--- src/logic/vspm_pkg.sv ---
/*
 Package for the virtual status port map: bit positions, word layout,
 register offsets and reset values. Assumes a 20 MHz main clock.
*/
package vspm_pkg;
	// ==========================================================
	// Bus and word layout
	localparam int ADDR_W = 8;
	localparam int DATA_W = 32;
	localparam int AXES = 6;
	localparam int PROGS = 64;
	localparam int VIN_BASE = 7000;
	localparam int VIN_LAST = 7299;
	localparam int VOUT_BASE = 7300;
	localparam int VOUT_LAST = 7599;
	// ==========================================================
	// Virtual input and output bit numbers
	localparam int P_OFF = 7000;
	localparam int P_ON = 7001;
	localparam int P_SYS_LOW = 7002;
	localparam int P_SYS_BAD = 7003;
	localparam int P_ERR_MSG = 7006;
	localparam int P_ERR_CAN = 7007;
	localparam int P_ERR_COLD = 7008;
	localparam int P_CUTOFF = 7010;
	localparam int P_CAN_LATCH = 7011;
	localparam int P_PAUSE = 7012;
	localparam int P_ILOCK = 7013;
	localparam int P_ABS_FIRST = 7015;
	localparam int P_AUTO_MODE = 7071;
	localparam int P_AUTO_RUN = 7072;
	localparam int P_PROG_FIRST = 7101;
	localparam int P_LATCH_CANCEL = 7300;
	// ==========================================================
	// Register word offsets (bytes); word N holds ports BASE+32N..
	localparam logic [ADDR_W-1:0] OFF_VIN0 = 8'h00;
	localparam int VIN_WORDS = 10;
	localparam logic [ADDR_W-1:0] OFF_VOUT0 = 8'h40;
	localparam logic [ADDR_W-1:0] OFF_IRQ_STATUS = 8'h80;
	localparam logic [ADDR_W-1:0] OFF_IRQ_MASK = 8'h84;
	localparam logic [DATA_W-1:0] MASK_RESET = 32'h00000000;
	// Interrupt status bits
	localparam int IRQ_CAN_SET = 0;
	localparam int IRQ_ABS_BAD = 1;
	localparam int IRQ_CUTOFF = 2;
	localparam int IRQ_W = 3;

	typedef struct packed {
		logic sys_low;
		logic sys_bad;
		logic err_msg;
		logic err_can;
		logic err_cold;
		logic cutoff;
		logic cancel_cause;
		logic pause_cause;
		logic ilock_port;
		logic auto_mode;
		logic auto_run;
	} vspm_status_t;
endpackage

--- src/logic/vspm_cancel_latch.sv ---
/*
 Cancellation latch with self-clearing cancel request.
 Assumes synchronous inputs and a released synchronous-domain reset.
*/
`timescale 1ns/1ps
module vspm_cancel_latch (
	// Clock and reset
	input wire logic clock,
	input wire logic rst_n,
	// Cause and request
	input wire logic cause,
	input wire logic cancel_wr,
	input wire logic cancel_val,
	// State
	output logic latch,
	output logic cancel_bit,
	output logic set_pulse
);
	logic latch_reg, latch_next, req_reg, req_next;

	always_comb begin
		latch_next = latch_reg;
		req_next = req_reg;
		if (req_reg && !cause)
			latch_next = 1'b0;
		if (cause)
			latch_next = 1'b1;
		if (req_reg)
			req_next = 1'b0;
		if (cancel_wr)
			req_next = cancel_val;
	end

	always_ff @(posedge clock or negedge rst_n) begin
		if (!rst_n) begin
			latch_reg <= 1'b0;
			req_reg <= 1'b0;
		end else begin
			latch_reg <= latch_next;
			req_reg <= req_next;
		end
	end

	assign latch = latch_reg;
	assign cancel_bit = req_reg;
	assign set_pulse = cause && !latch_reg;

	property p_cause_sets;
		@(posedge clock) disable iff (!rst_n) cause |=> latch_reg;
	endproperty
	a_cause_sets: assert property (p_cause_sets) else $error("latch missed cause");

	property p_clear_blocked;
		@(posedge clock) disable iff (!rst_n) (latch_reg && cause) |=> latch_reg;
	endproperty
	a_clear_blocked: assert property (p_clear_blocked) else $error("latch cleared with cause");

	property p_req_returns;
		@(posedge clock) disable iff (!rst_n) (req_reg && !cancel_wr) |=> !req_reg;
	endproperty
	a_req_returns: assert property (p_req_returns) else $error("cancel bit stuck");

	property p_clear_works;
		@(posedge clock) disable iff (!rst_n) (req_reg && !cause) |=> !latch_reg;
	endproperty
	a_clear_works: assert property (p_clear_works) else $error("latch not cleared");
endmodule // vspm_cancel_latch

--- src/logic/vspm_abs_batt.sv ---
/*
 Per-axis absolute battery bits, one generate loop over axes.
 Abnormal bits are sticky until reset (power-on or software).
*/
`timescale 1ns/1ps
module vspm_abs_batt #(
	parameter int AXES = vspm_pkg::AXES
) (
	// Clock and reset
	input wire logic clock,
	input wire logic rst_n,
	input wire logic sw_reset,
	// Axis causes
	input wire logic [AXES-1:0] low,
	input wire logic [AXES-1:0] bad,
	input wire logic [AXES-1:0] axis_valid,
	// Pair bits: bit 2k low, bit 2k+1 abnormal
	output logic [2*AXES-1:0] pairs,
	output logic bad_rise
);
	logic [AXES-1:0] bad_reg, bad_next, rise;

	genvar k;
	generate
		for (k = 0; k < AXES; k++) begin : g_axis
			always_comb begin
				// A cause in the reset cycle still sets the bit
				bad_next[k] = (sw_reset ? 1'b0 : bad_reg[k]) | bad[k];
				rise[k] = bad[k] & ~bad_reg[k];
			end
			always_ff @(posedge clock or negedge rst_n) begin
				if (!rst_n)
					bad_reg[k] <= 1'b0;
				else
					bad_reg[k] <= bad_next[k];
			end
			assign pairs[2*k] = low[k] & axis_valid[k];
			assign pairs[2*k+1] = bad_reg[k] & axis_valid[k];

			property p_sticky;
				@(posedge clock) disable iff (!rst_n) (bad_reg[k] && !sw_reset) |=> bad_reg[k];
			endproperty
			a_sticky: assert property (p_sticky) else $error("abs bad dropped");
		end
	endgenerate

	assign bad_rise = |rise;
endmodule // vspm_abs_batt

--- src/logic/vspm_top.sv ---
/*
 Virtual status port map: status bits for the user program as a
 bit-addressed read-only map, one virtual output bit, and an interrupt.
 Assumes synchronous status inputs from the controller core and a
 single-cycle strobe register port with read data one cycle later.
*/
`timescale 1ns/1ps
// Functional notes
// - System battery low warning and abnormal voltage bits.
// - Bit high while top pending error is message level.
// - Bit high while top pending error is cancellation level.
// - Bit high while top pending error is cold-start level.
// - Drive cutoff bit high while any cutoff cause, including reset wait.
// - Cancellation latch sets on any cause, even one cycle.
// - Program requests clear; cleared only when no cause remains.
// - Latch-cancel bit returns to zero after each attempt.
// - Pause bit high with pause cause, only during automatic operation.
// - Interlock bit is pause cause OR interlock input cause.
// - Per axis a low-warning bit then an abnormal bit.
// - Abnormal axis battery bit sticky until power-on or software reset.
// - Axis 5 and 6 bits valid only for six-axis configuration.
// - One running bit per program, numbered by program number.
module vspm_top #(
	parameter int AXES = vspm_pkg::AXES,
	parameter int PROGS = vspm_pkg::PROGS,
	parameter int AXES_SUPPORTED = 6
) (
	// Clock and reset
	input wire logic clock,
	input wire logic arst_n,
	input wire logic sw_reset,
	// Controller status
	input wire vspm_pkg::vspm_status_t status,
	input wire logic [AXES-1:0] abs_low,
	input wire logic [AXES-1:0] abs_bad,
	input wire logic [PROGS-1:0] prog_running,
	// Register port
	input wire logic [vspm_pkg::ADDR_W-1:0] addr,
	input wire logic [vspm_pkg::DATA_W-1:0] wdata,
	input wire logic wr,
	input wire logic rd,
	output logic [vspm_pkg::DATA_W-1:0] rdata,
	// Interrupt
	output logic irq
);
	// ==========================================================
	// Reset release
	logic rs1_reg, rs2_reg, rst_n;
	always_ff @(posedge clock or negedge arst_n) begin
		if (!arst_n) begin
			rs1_reg <= 1'b0;
			rs2_reg <= 1'b0;
		end else begin
			rs1_reg <= 1'b1;
			rs2_reg <= rs1_reg;
		end
	end
	assign rst_n = rs2_reg;

	// ==========================================================
	// Virtual input vector, index 0 is port 7000
	localparam int NVIN = vspm_pkg::VIN_WORDS * vspm_pkg::DATA_W;
	logic [NVIN-1:0] vin;
	logic [2*AXES-1:0] abs_pairs;
	logic [AXES-1:0] axis_valid;
	logic latch, cancel_bit, can_set, abs_rise, cancel_wr;

	genvar a;
	generate
		for (a = 0; a < AXES; a++) begin : g_valid
			// axes above four need six-axis build
			assign axis_valid[a] = (a < 4) || (AXES_SUPPORTED >= 6);
		end
	endgenerate

	always_comb begin
		vin = '0;
		vin[vspm_pkg::P_OFF - vspm_pkg::VIN_BASE] = 1'b0;
		vin[vspm_pkg::P_ON - vspm_pkg::VIN_BASE] = 1'b1;
		vin[vspm_pkg::P_SYS_LOW - vspm_pkg::VIN_BASE] = status.sys_low;
		vin[vspm_pkg::P_SYS_BAD - vspm_pkg::VIN_BASE] = status.sys_bad;
		vin[vspm_pkg::P_ERR_MSG - vspm_pkg::VIN_BASE] = status.err_msg;
		vin[vspm_pkg::P_ERR_CAN - vspm_pkg::VIN_BASE] = status.err_can;
		vin[vspm_pkg::P_ERR_COLD - vspm_pkg::VIN_BASE] = status.err_cold;
		vin[vspm_pkg::P_CUTOFF - vspm_pkg::VIN_BASE] = status.cutoff;
		vin[vspm_pkg::P_CAN_LATCH - vspm_pkg::VIN_BASE] = latch;
		vin[vspm_pkg::P_PAUSE - vspm_pkg::VIN_BASE] = status.pause_cause & status.auto_run;
		vin[vspm_pkg::P_ILOCK - vspm_pkg::VIN_BASE] = status.pause_cause | status.ilock_port;
		vin[vspm_pkg::P_ABS_FIRST - vspm_pkg::VIN_BASE +: 2*AXES] = abs_pairs;
		vin[vspm_pkg::P_AUTO_MODE - vspm_pkg::VIN_BASE] = status.auto_mode;
		vin[vspm_pkg::P_AUTO_RUN - vspm_pkg::VIN_BASE] = status.auto_run;
		vin[vspm_pkg::P_PROG_FIRST - vspm_pkg::VIN_BASE +: PROGS] = prog_running;
	end

	// ==========================================================
	// Submodules
	assign cancel_wr = wr && (addr == vspm_pkg::OFF_VOUT0);

	vspm_cancel_latch u_latch (
		.clock(clock),
		.rst_n(rst_n),
		.cause(status.cancel_cause),
		.cancel_wr(cancel_wr),
		.cancel_val(wdata[0]),
		.latch(latch),
		.cancel_bit(cancel_bit),
		.set_pulse(can_set)
	);

	vspm_abs_batt #(.AXES(AXES)) u_abs (
		.clock(clock),
		.rst_n(rst_n),
		.sw_reset(sw_reset),
		.low(abs_low),
		.bad(abs_bad),
		.axis_valid(axis_valid),
		.pairs(abs_pairs),
		.bad_rise(abs_rise)
	);

	// ==========================================================
	// Interrupt status and mask
	logic [vspm_pkg::IRQ_W-1:0] ist_reg, ist_next, imask_reg, imask_next, ev;
	logic cut_d_reg, cut_d_next;
	logic [vspm_pkg::DATA_W-1:0] rdata_reg, rdata_next;
	logic [3:0] word;

	always_comb begin
		ev = '0;
		ev[vspm_pkg::IRQ_CAN_SET] = can_set;
		ev[vspm_pkg::IRQ_ABS_BAD] = abs_rise;
		ev[vspm_pkg::IRQ_CUTOFF] = status.cutoff & ~cut_d_reg;
		cut_d_next = status.cutoff;
		ist_next = ist_reg;
		// Read clears, but a same-cycle event survives
		if (rd && addr == vspm_pkg::OFF_IRQ_STATUS)
			ist_next = '0;
		ist_next = ist_next | ev;
		imask_next = imask_reg;
		if (wr && addr == vspm_pkg::OFF_IRQ_MASK)
			imask_next = wdata[vspm_pkg::IRQ_W-1:0];
	end

	// ==========================================================
	// Read decode; reserved positions read zero
	always_comb begin
		word = addr[5:2];
		rdata_next = '0;
		if (!rd) begin
			rdata_next = '0;
		end else if (addr < vspm_pkg::OFF_VOUT0 && addr[1:0] == 2'b00
				&& word < 4'(vspm_pkg::VIN_WORDS)) begin
			rdata_next = vin[32*word +: 32];
		end else if (addr == vspm_pkg::OFF_VOUT0) begin
			rdata_next = {31'h00000000, cancel_bit};
		end else if (addr == vspm_pkg::OFF_IRQ_STATUS) begin
			rdata_next = {29'h00000000, ist_reg};
		end else if (addr == vspm_pkg::OFF_IRQ_MASK) begin
			rdata_next = {29'h00000000, imask_reg};
		end else begin
			rdata_next = '0;
		end
	end

	always_ff @(posedge clock or negedge rst_n) begin
		if (!rst_n) begin
			ist_reg <= '0;
			imask_reg <= vspm_pkg::MASK_RESET[vspm_pkg::IRQ_W-1:0];
			cut_d_reg <= 1'b0;
			rdata_reg <= '0;
		end else begin
			ist_reg <= ist_next;
			imask_reg <= imask_next;
			cut_d_reg <= cut_d_next;
			rdata_reg <= rdata_next;
		end
	end

	assign rdata = rdata_reg;
	assign irq = |(ist_reg & imask_reg);

	property p_interlock;
		@(posedge clock) disable iff (!rst_n)
			rd && addr == vspm_pkg::OFF_VIN0 |=>
			rdata[vspm_pkg::P_ILOCK - vspm_pkg::VIN_BASE] ==
			($past(status.pause_cause) | $past(status.ilock_port));
	endproperty
	a_interlock: assert property (p_interlock) else $error("interlock bit wrong");

	property p_fixed;
		@(posedge clock) disable iff (!rst_n)
			rd && addr == vspm_pkg::OFF_VIN0 |=> rdata[1:0] == 2'b10;
	endproperty
	a_fixed: assert property (p_fixed) else $error("fixed bits wrong");

	property p_pause;
		@(posedge clock) disable iff (!rst_n)
			rd && addr == vspm_pkg::OFF_VIN0 && !status.auto_run |=>
			!rdata[vspm_pkg::P_PAUSE - vspm_pkg::VIN_BASE];
	endproperty
	a_pause: assert property (p_pause) else $error("pause outside auto");

	property p_cutoff;
		@(posedge clock) disable iff (!rst_n)
			rd && addr == vspm_pkg::OFF_VIN0 |=>
			rdata[vspm_pkg::P_CUTOFF - vspm_pkg::VIN_BASE] == $past(status.cutoff);
	endproperty
	a_cutoff: assert property (p_cutoff) else $error("cutoff bit wrong");

	// ==========================================================
	// Map and interrupt checks
	localparam int AUTO_IDX = vspm_pkg::P_AUTO_MODE - vspm_pkg::VIN_BASE;
	localparam int PROG_IDX = vspm_pkg::P_PROG_FIRST - vspm_pkg::VIN_BASE;
	localparam logic [vspm_pkg::ADDR_W-1:0] AUTO_ADDR =
		vspm_pkg::OFF_VIN0 + 8'((AUTO_IDX / vspm_pkg::DATA_W) * 4);
	localparam logic [vspm_pkg::ADDR_W-1:0] PROG_ADDR =
		vspm_pkg::OFF_VIN0 + 8'((PROG_IDX / vspm_pkg::DATA_W) * 4);

	property p_sys_batt;
		@(posedge clock) disable iff (!rst_n)
			rd && addr == vspm_pkg::OFF_VIN0 |=>
			rdata[vspm_pkg::P_SYS_LOW - vspm_pkg::VIN_BASE +: 2] ==
			{$past(status.sys_bad), $past(status.sys_low)};
	endproperty
	a_sys_batt: assert property (p_sys_batt) else $error("system battery bits wrong");

	property p_err_msg;
		@(posedge clock) disable iff (!rst_n)
			rd && addr == vspm_pkg::OFF_VIN0 |=>
			rdata[vspm_pkg::P_ERR_MSG - vspm_pkg::VIN_BASE] == $past(status.err_msg);
	endproperty
	a_err_msg: assert property (p_err_msg) else $error("message level bit wrong");

	property p_err_can;
		@(posedge clock) disable iff (!rst_n)
			rd && addr == vspm_pkg::OFF_VIN0 |=>
			rdata[vspm_pkg::P_ERR_CAN - vspm_pkg::VIN_BASE] == $past(status.err_can);
	endproperty
	a_err_can: assert property (p_err_can) else $error("cancel level bit wrong");

	property p_err_cold;
		@(posedge clock) disable iff (!rst_n)
			rd && addr == vspm_pkg::OFF_VIN0 |=>
			rdata[vspm_pkg::P_ERR_COLD - vspm_pkg::VIN_BASE] == $past(status.err_cold);
	endproperty
	a_err_cold: assert property (p_err_cold) else $error("cold start bit wrong");

	property p_latch_bit;
		@(posedge clock) disable iff (!rst_n)
			rd && addr == vspm_pkg::OFF_VIN0 |=>
			rdata[vspm_pkg::P_CAN_LATCH - vspm_pkg::VIN_BASE] == $past(latch);
	endproperty
	a_latch_bit: assert property (p_latch_bit) else $error("latch bit wrong");

	property p_axis1_low;
		@(posedge clock) disable iff (!rst_n)
			rd && addr == vspm_pkg::OFF_VIN0 |=>
			rdata[vspm_pkg::P_ABS_FIRST - vspm_pkg::VIN_BASE] == $past(abs_low[0]);
	endproperty
	a_axis1_low: assert property (p_axis1_low) else $error("axis low bit wrong");

	property p_auto_bits;
		@(posedge clock) disable iff (!rst_n)
			rd && addr == AUTO_ADDR |=>
			rdata[AUTO_IDX % vspm_pkg::DATA_W +: 2] ==
			{$past(status.auto_run), $past(status.auto_mode)};
	endproperty
	a_auto_bits: assert property (p_auto_bits) else $error("mode bits wrong");

	property p_prog_first;
		@(posedge clock) disable iff (!rst_n)
			rd && addr == PROG_ADDR |=>
			rdata[PROG_IDX % vspm_pkg::DATA_W] == $past(prog_running[0]);
	endproperty
	a_prog_first: assert property (p_prog_first) else $error("program bit wrong");

	property p_cancel_read;
		@(posedge clock) disable iff (!rst_n)
			rd && addr == vspm_pkg::OFF_VOUT0 |=>
			rdata == {31'h00000000, $past(cancel_bit)};
	endproperty
	a_cancel_read: assert property (p_cancel_read) else $error("cancel bit read wrong");

	property p_rdata_idle;
		@(posedge clock) disable iff (!rst_n)
			!rd |=> rdata == '0;
	endproperty
	a_rdata_idle: assert property (p_rdata_idle) else $error("read data outside read");

	property p_ist_clear;
		@(posedge clock) disable iff (!rst_n)
			rd && addr == vspm_pkg::OFF_IRQ_STATUS && ev == '0 |=>
			ist_reg == '0;
	endproperty
	a_ist_clear: assert property (p_ist_clear) else $error("status not cleared by read");

	property p_ist_set;
		@(posedge clock) disable iff (!rst_n)
			ev != '0 |=>
			(ist_reg & $past(ev)) == $past(ev);
	endproperty
	a_ist_set: assert property (p_ist_set) else $error("event lost from status");

	property p_mask_write;
		@(posedge clock) disable iff (!rst_n)
			wr && addr == vspm_pkg::OFF_IRQ_MASK |=>
			imask_reg == $past(wdata[vspm_pkg::IRQ_W-1:0]);
	endproperty
	a_mask_write: assert property (p_mask_write) else $error("mask write lost");
endmodule // vspm_top

--- config.mk ---
export PLATFORM = sky130hd
export DESIGN_NAME = vspm_top
export DESIGN_NICKNAME = d
export VERILOG_FILES = /design/src/logic/vspm_pkg.sv /design/src/logic/vspm_cancel_latch.sv /design/src/logic/vspm_abs_batt.sv /design/src/logic/vspm_top.sv
export SDC_FILE = /design/constraint.sdc
export NUM_CORES = 1
export LEC_CHECK = 0
export BUFFER_PORTS_ARGS = -buffer_cell sky130_fd_sc_hd__buf_2
export CAP_MARGIN = 20
export CORE_MARGIN = 4
export CORE_UTILIZATION = 37
export DETAILED_ROUTE_END_ITERATION = 8
export PLACE_DENSITY = 0.77
export SYNTH_ARGS = -nofsm -noshare
export SYNTH_HDL_FRONTEND = slang
export SYNTH_SLANG_ARGS = --single-unit
--- constraint.sdc ---
create_clock -name clock -period 1.4 [get_ports clock]
set_input_delay 0.14 -clock clock [delete_from_list [all_inputs] [get_ports clock]]
set_output_delay 0.14 -clock clock [all_outputs]
set_load 0.01 [all_outputs]
==> Flow_metrics.wiki, run 1 <==
{| class="wikitable"
! Metric !! Value
|-
| Leading register cell type out of synthesis || dfrtp_1
|-
| Post-synthesis cell type count || 37
|-
| Share of the synthesized area in the top cell type || 53.3%
|-
| Total count of max-transition violations in the final report || 0
|-
| Number of antenna violations at the first check in global routing || 0
|-
| Final setup fails || 0
|-
| Fill cells || between 500 and 600
|-
| Layout area overhead || 42.2%
|-
| Via count || about 2300
|-
| Clock latency on the worst-skew pair || roughly 0.30 ns
|-
| Cell leakage power || 1.76 nW
|-
| Maximum resistive drop on vdd || around 0.43 mV
|-
| Top cells by instance count after synthesis || dfrtp_1, nor2_1, a22oi_1
|-
| Crit path time final || about 1.4 ns
|-
| Power density over the cells || roughly 840 nW/um2
|-
| Tot Pwr || 2.75 mW
|-
| Die height || 86.9 um
|-
| Number of placement rows || 28
|-
| Crit path required time || between 1 and 1.5 ns
|-
| Die outline area || between 7000 and 8000 um2
|-
| Via count of the first global-routing pass || 2238
|-
| Number of H-tree branching levels || 2
|-
| Average wire length per cell after detail routing || 15.5 um
|-
| Iteration-0 DRC count of the detailed router || 76
|-
| Flip-flop and latch count after synthesis || 49
|-
| Worst hold-check path type || in -> reg
|-
| DRC violation count after routing || 0
|-
| Via density per instance || ~5
|-
| Multi-input logic area || a little under 1000 um2
|-
| Largest net degree at the start of global routing || 48
|-
| Longest Clk Path Bufs || 2
|-
| Clock net sink count || slightly below 50
|-
| Synth Net Count || around 350
|-
| Startpoint class of the critical path || flop
|-
| Number of hold violations in the final report || 0
|-
| Sequential fraction of the synthesis area || 53.3%
|-
| Library cell used as clock root buffer || clkbuf_8
|-
| Area leader, netlist || dfrtp_1
|-
| Slowest cell on the critical path || dfrtp_1
|-
| Fin crit share || a little over nine tenths
|-
| Worst setup slack before clock tree synthesis || -0.184 ns
|-
| Critical path start-end classification || reg -> out
|-
| Number of primary I/O pins || between 150 and 200
|-
| Detailed Routing Iterations Pass 1 || 4
|-
| Starting density of the core || between 30 and 40%
|-
| Ant diodes || 0
|-
| # nets final || between 400 and 500
|-
| Maximum Capacitance Violations || 0
|-
| Highest cell delay on the worst timing path || 0.40 ns
|-
| Worst Hold Slack || roughly 0.027 ns
|-
| Core area || approximately 6000 um2
|-
| Post-Synthesis Cells || 217
|-
| DRT antenna net count || 0
|-
| Worst endpoint data arrival time || 1.25 ns
|-
| Crit-path cells || a222oi_1, inv_1, buf_2
|-
| Result of the run || finished, final reports clean
|-
| Die W || 86.9 um
|-
| Synth area leaders || dfrtp_1, a22oi_1, a2bb2oi_1
|-
| First-pass GRT wire length || around 11000 um
|-
| Total of buffers placed on input and output ports || between 100 and 150
|-
| Area used by sequential logic in the layout || 1230 um2
|-
| Final Routed Wirelength || roughly 6800 um
|-
| CTS tree || yes
|-
| TNS Setup || 0 ns
|-
| Proportion of synthesized flip-flops having asynchronous set or reset || 100%
|-
| Worst setup margin || 0.0148 ns
|-
| Number of flops mapped to enable cells by yosys || 0
|-
| Gpl congestion || 0.749
|-
| Congestion Overflow GR || 0
|-
| Cell Area, Synth || between 2000 and 2500 um2
|-
| Crit. End Element || output port
|-
| Timing-limited maximum frequency || about 720 MHz
|-
| Library cell with the highest instance count after synthesis || dfrtp_1
|-
| Syn Area/Cell || roughly 11 um2
|-
| Layout cell share with drive strength beyond 1 || between 40% and 50%
|-
| Number of flip-flops under the largest register name || 32
|-
| Max FO, Critical Path || 3
|-
| Total half-perimeter wirelength after legalization and detailed placement || about 5300 um
|-
| Number of buffers created by CTS || 5
|-
| Fin Clk Skew || about 0.0063 ns
|-
| Warning count from the yosys run || 0
|-
| Total GRT Usage || between 10% and 20%
|-
| Clock-pin transition on the worst setup and hold timing paths || about 0.09 ns
|-
| Unrepaired setup endpoints after global routing || true
|}
==> stage by stage <==
step           util (%)  instance area [um2]  instances
3_5_place_dp       52.7                 3160        430
2_1_floorplan         -                 2300        217
6_report           54.6                 3270        441
3_3_place_gp       52.7                 3160        430
4_1_cts            54.6                 3270        441
5_1_grt            54.6                 3270        441
==> final timing paths <==
check,startpoint,endpoint,slack (ns),depth (start not counted)
max in group asynchronous,rs2_reg,rdata[24],0.94,1
max,imask_reg[1],irq,0.01,3
min reg2reg,rs2_reg,rdata[31],0.24,1
min,abs_bad[4],u_abs.bad_reg[4],0.03,2
min in group asynchronous,arst_n,rs2_reg,0.16,2
max reg2reg,ist_reg[1],rdata[1],0.31,4
==> worst max-delay path: cells and delay by family (launching register included) <==
kind | cells | cell delay (ns)
buf+inv | 2 | 0.20
compound gates | 1 | 0.35
flops | 1 | 0.40
==> metal layers <==
layer | GRT usage, % | vias up | share of wire, %
li1 | - | 1089 | -
met3 | 3.60 | 4 | 8.0
met1 | 23.2 | 1059 | 40
met4 | 4.25 | 0 | 0.70
met5 | 0 | - | 0
met2 | 31.2 | 100 | 51
==> cell type report <==
cell class,count,area share [%]
clock buffers,5,2.10
multi-input cells,141,29.4
well taps,75,2.87
inverters,11,1.26
clock inverters,3,0.650
repair buffers,157,26.2
flip-flops and latches,49,37.5
==> logic make-up after synthesis <==
kind of cell	share of synthesized area [%]
AO/OA/AOI/OAI	23.5
buffers and inverters	5.27
other	0.163
flip-flops	53.3
multiplexers	5.76
AND/OR/NAND/NOR	12.0
==> what timing repair did <==
action / in CTS / in global routing
pin swaps: 1 / 1
endpoints found under the hold margin: 3 / 0
endpoints found under the setup margin: 1 / 1
buffers inserted: 1 / 0
hold buffers: 2 / 0
gates resized for setup: 0 / 0
==> cells in the final DEF, fill, tap and decap left out, drive strengths merged, types with 2 or more instances in the layout <==
cell type	count
nor2b	2
a221oi	2
nor3	3
a22oi	29
clkbuf	5
nand2	6
mux2i	2
nor2	31
a21oi	4
nand3	3
a2bb2oi	15
mux2	10
or4	2
nor4	3
inv	12
and3	2
a22o	2
o21a	2
a21o	7
o21ai	4
buf	155
dfrtp	49
dlygate4sd3	2
==> power by group <==
part / internal [mW] / switching [mW]
logic: 0.251 / 0.215
registers: 1.44 / 0.0170
clock network: 0.355 / 0.469
(Power assumes the default switching activity.)
==> run 2, diff against run 1 <==
==> constraint.sdc (replaced) <==
create_clock -name clock -period 1.15 [get_ports clock]
set_input_delay 0.115 -clock clock [delete_from_list [all_inputs] [get_ports clock]]
set_output_delay 0.115 -clock clock [all_outputs]
set_load 0.01 [all_outputs]
==> Flow_metrics.wiki, run 2 (synthesis results as in run 1) <==
{| class="wikitable"
! Metric !! Value
|-
| Crit path time final || 1.33 ns
|-
| Fill cells || 484 (-11%)
|-
| Startpoint class of the critical path || input pin
|-
| Number of placement rows || 28 (unchanged)
|-
| Die outline area || 7550 um2 (unchanged)
|-
| Core area || 5990 um2 (unchanged)
|-
| Total GRT Usage || 20.1% (+2.1 points)
|-
| End point of the critical path || rdata[4]
|-
| Worst endpoint data arrival time || 1.54 ns (+0.29 ns)
|-
| Net switching power || 893 uW (+27%)
|-
| Fraction of power consumed by the clock network || 30.5% (+0.5 points)
|-
| DRC violation count after routing || 0 (unchanged)
|-
| Total count of max-transition violations in the final report || 0 (unchanged)
|-
| Detailed Routing Iterations Pass 1 || 4 (unchanged)
|-
| Fin crit share || 116%
|-
| Cell-internal power || 2.66 mW (+30%)
|-
| Most frequent cells in the layout || buf_2, dfrtp_1, buf_4
|-
| Worst setup margin || -0.183 ns (-0.198 ns)
|-
| Starting density of the core || 38.4% (unchanged)
|-
| Library cell used as clock root buffer || clkbuf_8
|-
| Ant diodes || 0 (unchanged)
|-
| Number of H-tree branching levels || 2 (unchanged)
|-
| First-pass GRT wire length || 11800 um (+12%)
|-
| Violated checks || setup timing
|-
| Fin Clk Skew || 0.00431 ns (-0.00202 ns)
|-
| Clock latency on the worst-skew pair || 0.29 ns (about the same)
|-
| Via density per instance || 5.18 (+1.5%)
|-
| Congestion Overflow GR || 0 (unchanged)
|-
| Clock net sink count || 49 (unchanged)
|-
| Maximum resistive drop on vdd || 0.743 mV (+72%)
|-
| Total half-perimeter wirelength after legalization and detailed placement || 5550 um (+4.9%)
|-
| Number of primary I/O pins || 165 (unchanged)
|-
| Longest Clk Path Bufs || 2 (unchanged)
|-
| Relative contribution of sequential cells to total power || 49.8% (-3.2 points)
|-
| Most common library cell in the layout ignoring fill and taps || buf_2
|-
| Crit. End Element || flop
|-
| Die height || 86.9 um (unchanged)
|-
| Layout area overhead || 65.0%
|-
| Iteration-0 DRC count of the detailed router || 101 (+33%)
|-
| Fraction of power consumed by combinational cells || 19.7% (+2.7 points)
|-
| DRT antenna net count || 0 (unchanged)
|-
| # nets final || 514 (+3.4%)
|-
| Number of buffers created by CTS || 5 (unchanged)
|-
| Cell leakage power || 1.92 nW (+9.0%)
|-
| Via count || 2374 (+5.4%)
|-
| CTS tree || yes
|-
| Number of flip-flops under the largest register name || 32 (unchanged)
|-
| Layout cell share with drive strength beyond 1 || 60.1% (+11 points)
|-
| Timing-limited maximum frequency || 750 MHz
|-
| Switching Share || 25.1% (-0.41 points)
|-
| Result of the run || complete, but fails checks
|-
| Post-detailed-placement cell area || 3280 um2 (+4.0%)
|-
| Largest net degree at the start of global routing || 48 (unchanged)
|-
| Final setup fails || 31 (+31)
|-
| Max FO, Critical Path || 8 (+5)
|-
| Final Routed Wirelength || 7690 um (+13%)
|-
| Gpl congestion || 0.805 (+7.5%)
|-
| Total of buffers placed on input and output ports || 135 (unchanged)
|-
| Worst hold-check path type || in -> reg
|-
| Unrepaired setup endpoints after global routing || true
|-
| Reg-to-Reg End || rdata[0]
|-
| Launch point of the worst path || addr[0]
|-
| Clock-pin transition on the worst setup and hold timing paths || 0.09 ns (about the same)
|-
| Via count of the first global-routing pass || 2488 (+11%)
|-
| Crit path required time || 1.35 ns (+0.09 ns)
|-
| Worst Reg-to-Reg Cells || 4 (unchanged)
|-
| Power density over the cells || 936 nW/um2 (+12%)
|-
| Worst setup slack before clock tree synthesis || -0.422 ns (-0.239 ns)
|-
| Maximum Capacitance Violations || 0 (unchanged)
|-
| Number of hold violations in the final report || 0 (unchanged)
|-
| Final instance area || 3800 um2 (+16%)
|-
| Post-route insts no fill || 458 (+3.9%)
|-
| Critical path start-end classification || in -> reg
|-
| Post-placement cell count || 441 (+2.6%)
|-
| Worst R2R Setup Slack || 0.04 ns (-0.27 ns)
|-
| Beginning of the worst register-to-register path || ist_reg[0]
|-
| Die W || 86.9 um (unchanged)
|-
| Average wire length per cell after detail routing || 16.8 um (+8.4%)
|-
| Number of antenna violations at the first check in global routing || 0 (unchanged)
|}
-- run 2: timing repair --
| action | CTS | global route |
|---|---|---|
| gates cloned | 3 | 0 |
| pin swaps | 10 | 13 |
| setup buffers | 3 | 2 |
| setup endpoints to repair | 33 | 36 |
| hold endpoints to repair | 4 | 0 |
| resized for setup | 36 | 38 |
| hold buffers | 3 | 0 |
-- run 2: cell type report --
class	count	area [um2]	area share [%]
repair buffers	174	1090	28.7
flip-flops and latches	49	1230	32.3
clock buffers	7	96.3	2.54
clock inverters	1	5.00	0.132
multi-input cells	141	1240	32.8
inverters	11	41.3	1.09
well taps	75	93.8	2.47
-- run 2: per-layer routing --
layer / track usage [%] / wire (um) / vias to the layer above
met1: 25.3 / 2990 / 1139
met3: 3.50 / 529 / 14
met5: 0 / 0 / -
li1: - / - / 1126
met4: 6.52 / 154 / 0
met2: 34.9 / 4010 / 95
-- run 2: power groups by stage --
stage               registers, mW  clock network, mW  logic, mW
floorplan                    1.83                  0      0.255
global placement             1.81                  0      0.591
detailed placement           1.81                  0      0.608
CTS                          1.77               1.12      0.660
global route                 1.78               1.18      0.769
finish                       1.77               1.08      0.701
-- run 2: worst max-delay path: stages --
cell	delay, ns
buf_8	0.10
or4_4	0.54
or3_4	0.47
buf_12	0.19
nor4_4	0.11
-- run 2: worst min-delay path by stage --
stage / endpoint / startpoint / depth (start not counted) / slack, ns
floorplan: rs1_reg / arst_n / 0 / -0.18
global placement: rs1_reg / arst_n / 1 / -0.1
detailed placement: rs1_reg / arst_n / 1 / -0.1
CTS: u_abs.bad_reg[5] / abs_bad[5] / 2 / 0.002
global route: u_abs.bad_reg[5] / abs_bad[5] / 2 / 0.01
finish: u_abs.bad_reg[5] / abs_bad[5] / 2 / 0.008
-- run 2: metrics by stage --
step                hold slack, ns  setup TNS [ns]  util (%)  power, mW
finish                     0.00815           -3.59      63.4       3.56
global route                0.0110           -4.06      63.4       3.73
CTS                        0.00203           -2.55      60.9       3.55
detailed placement         -0.0960          -12.47      54.8       2.42
global placement           -0.0975          -11.09      54.8       2.40
floorplan                   -0.181           -5.37         -       2.08
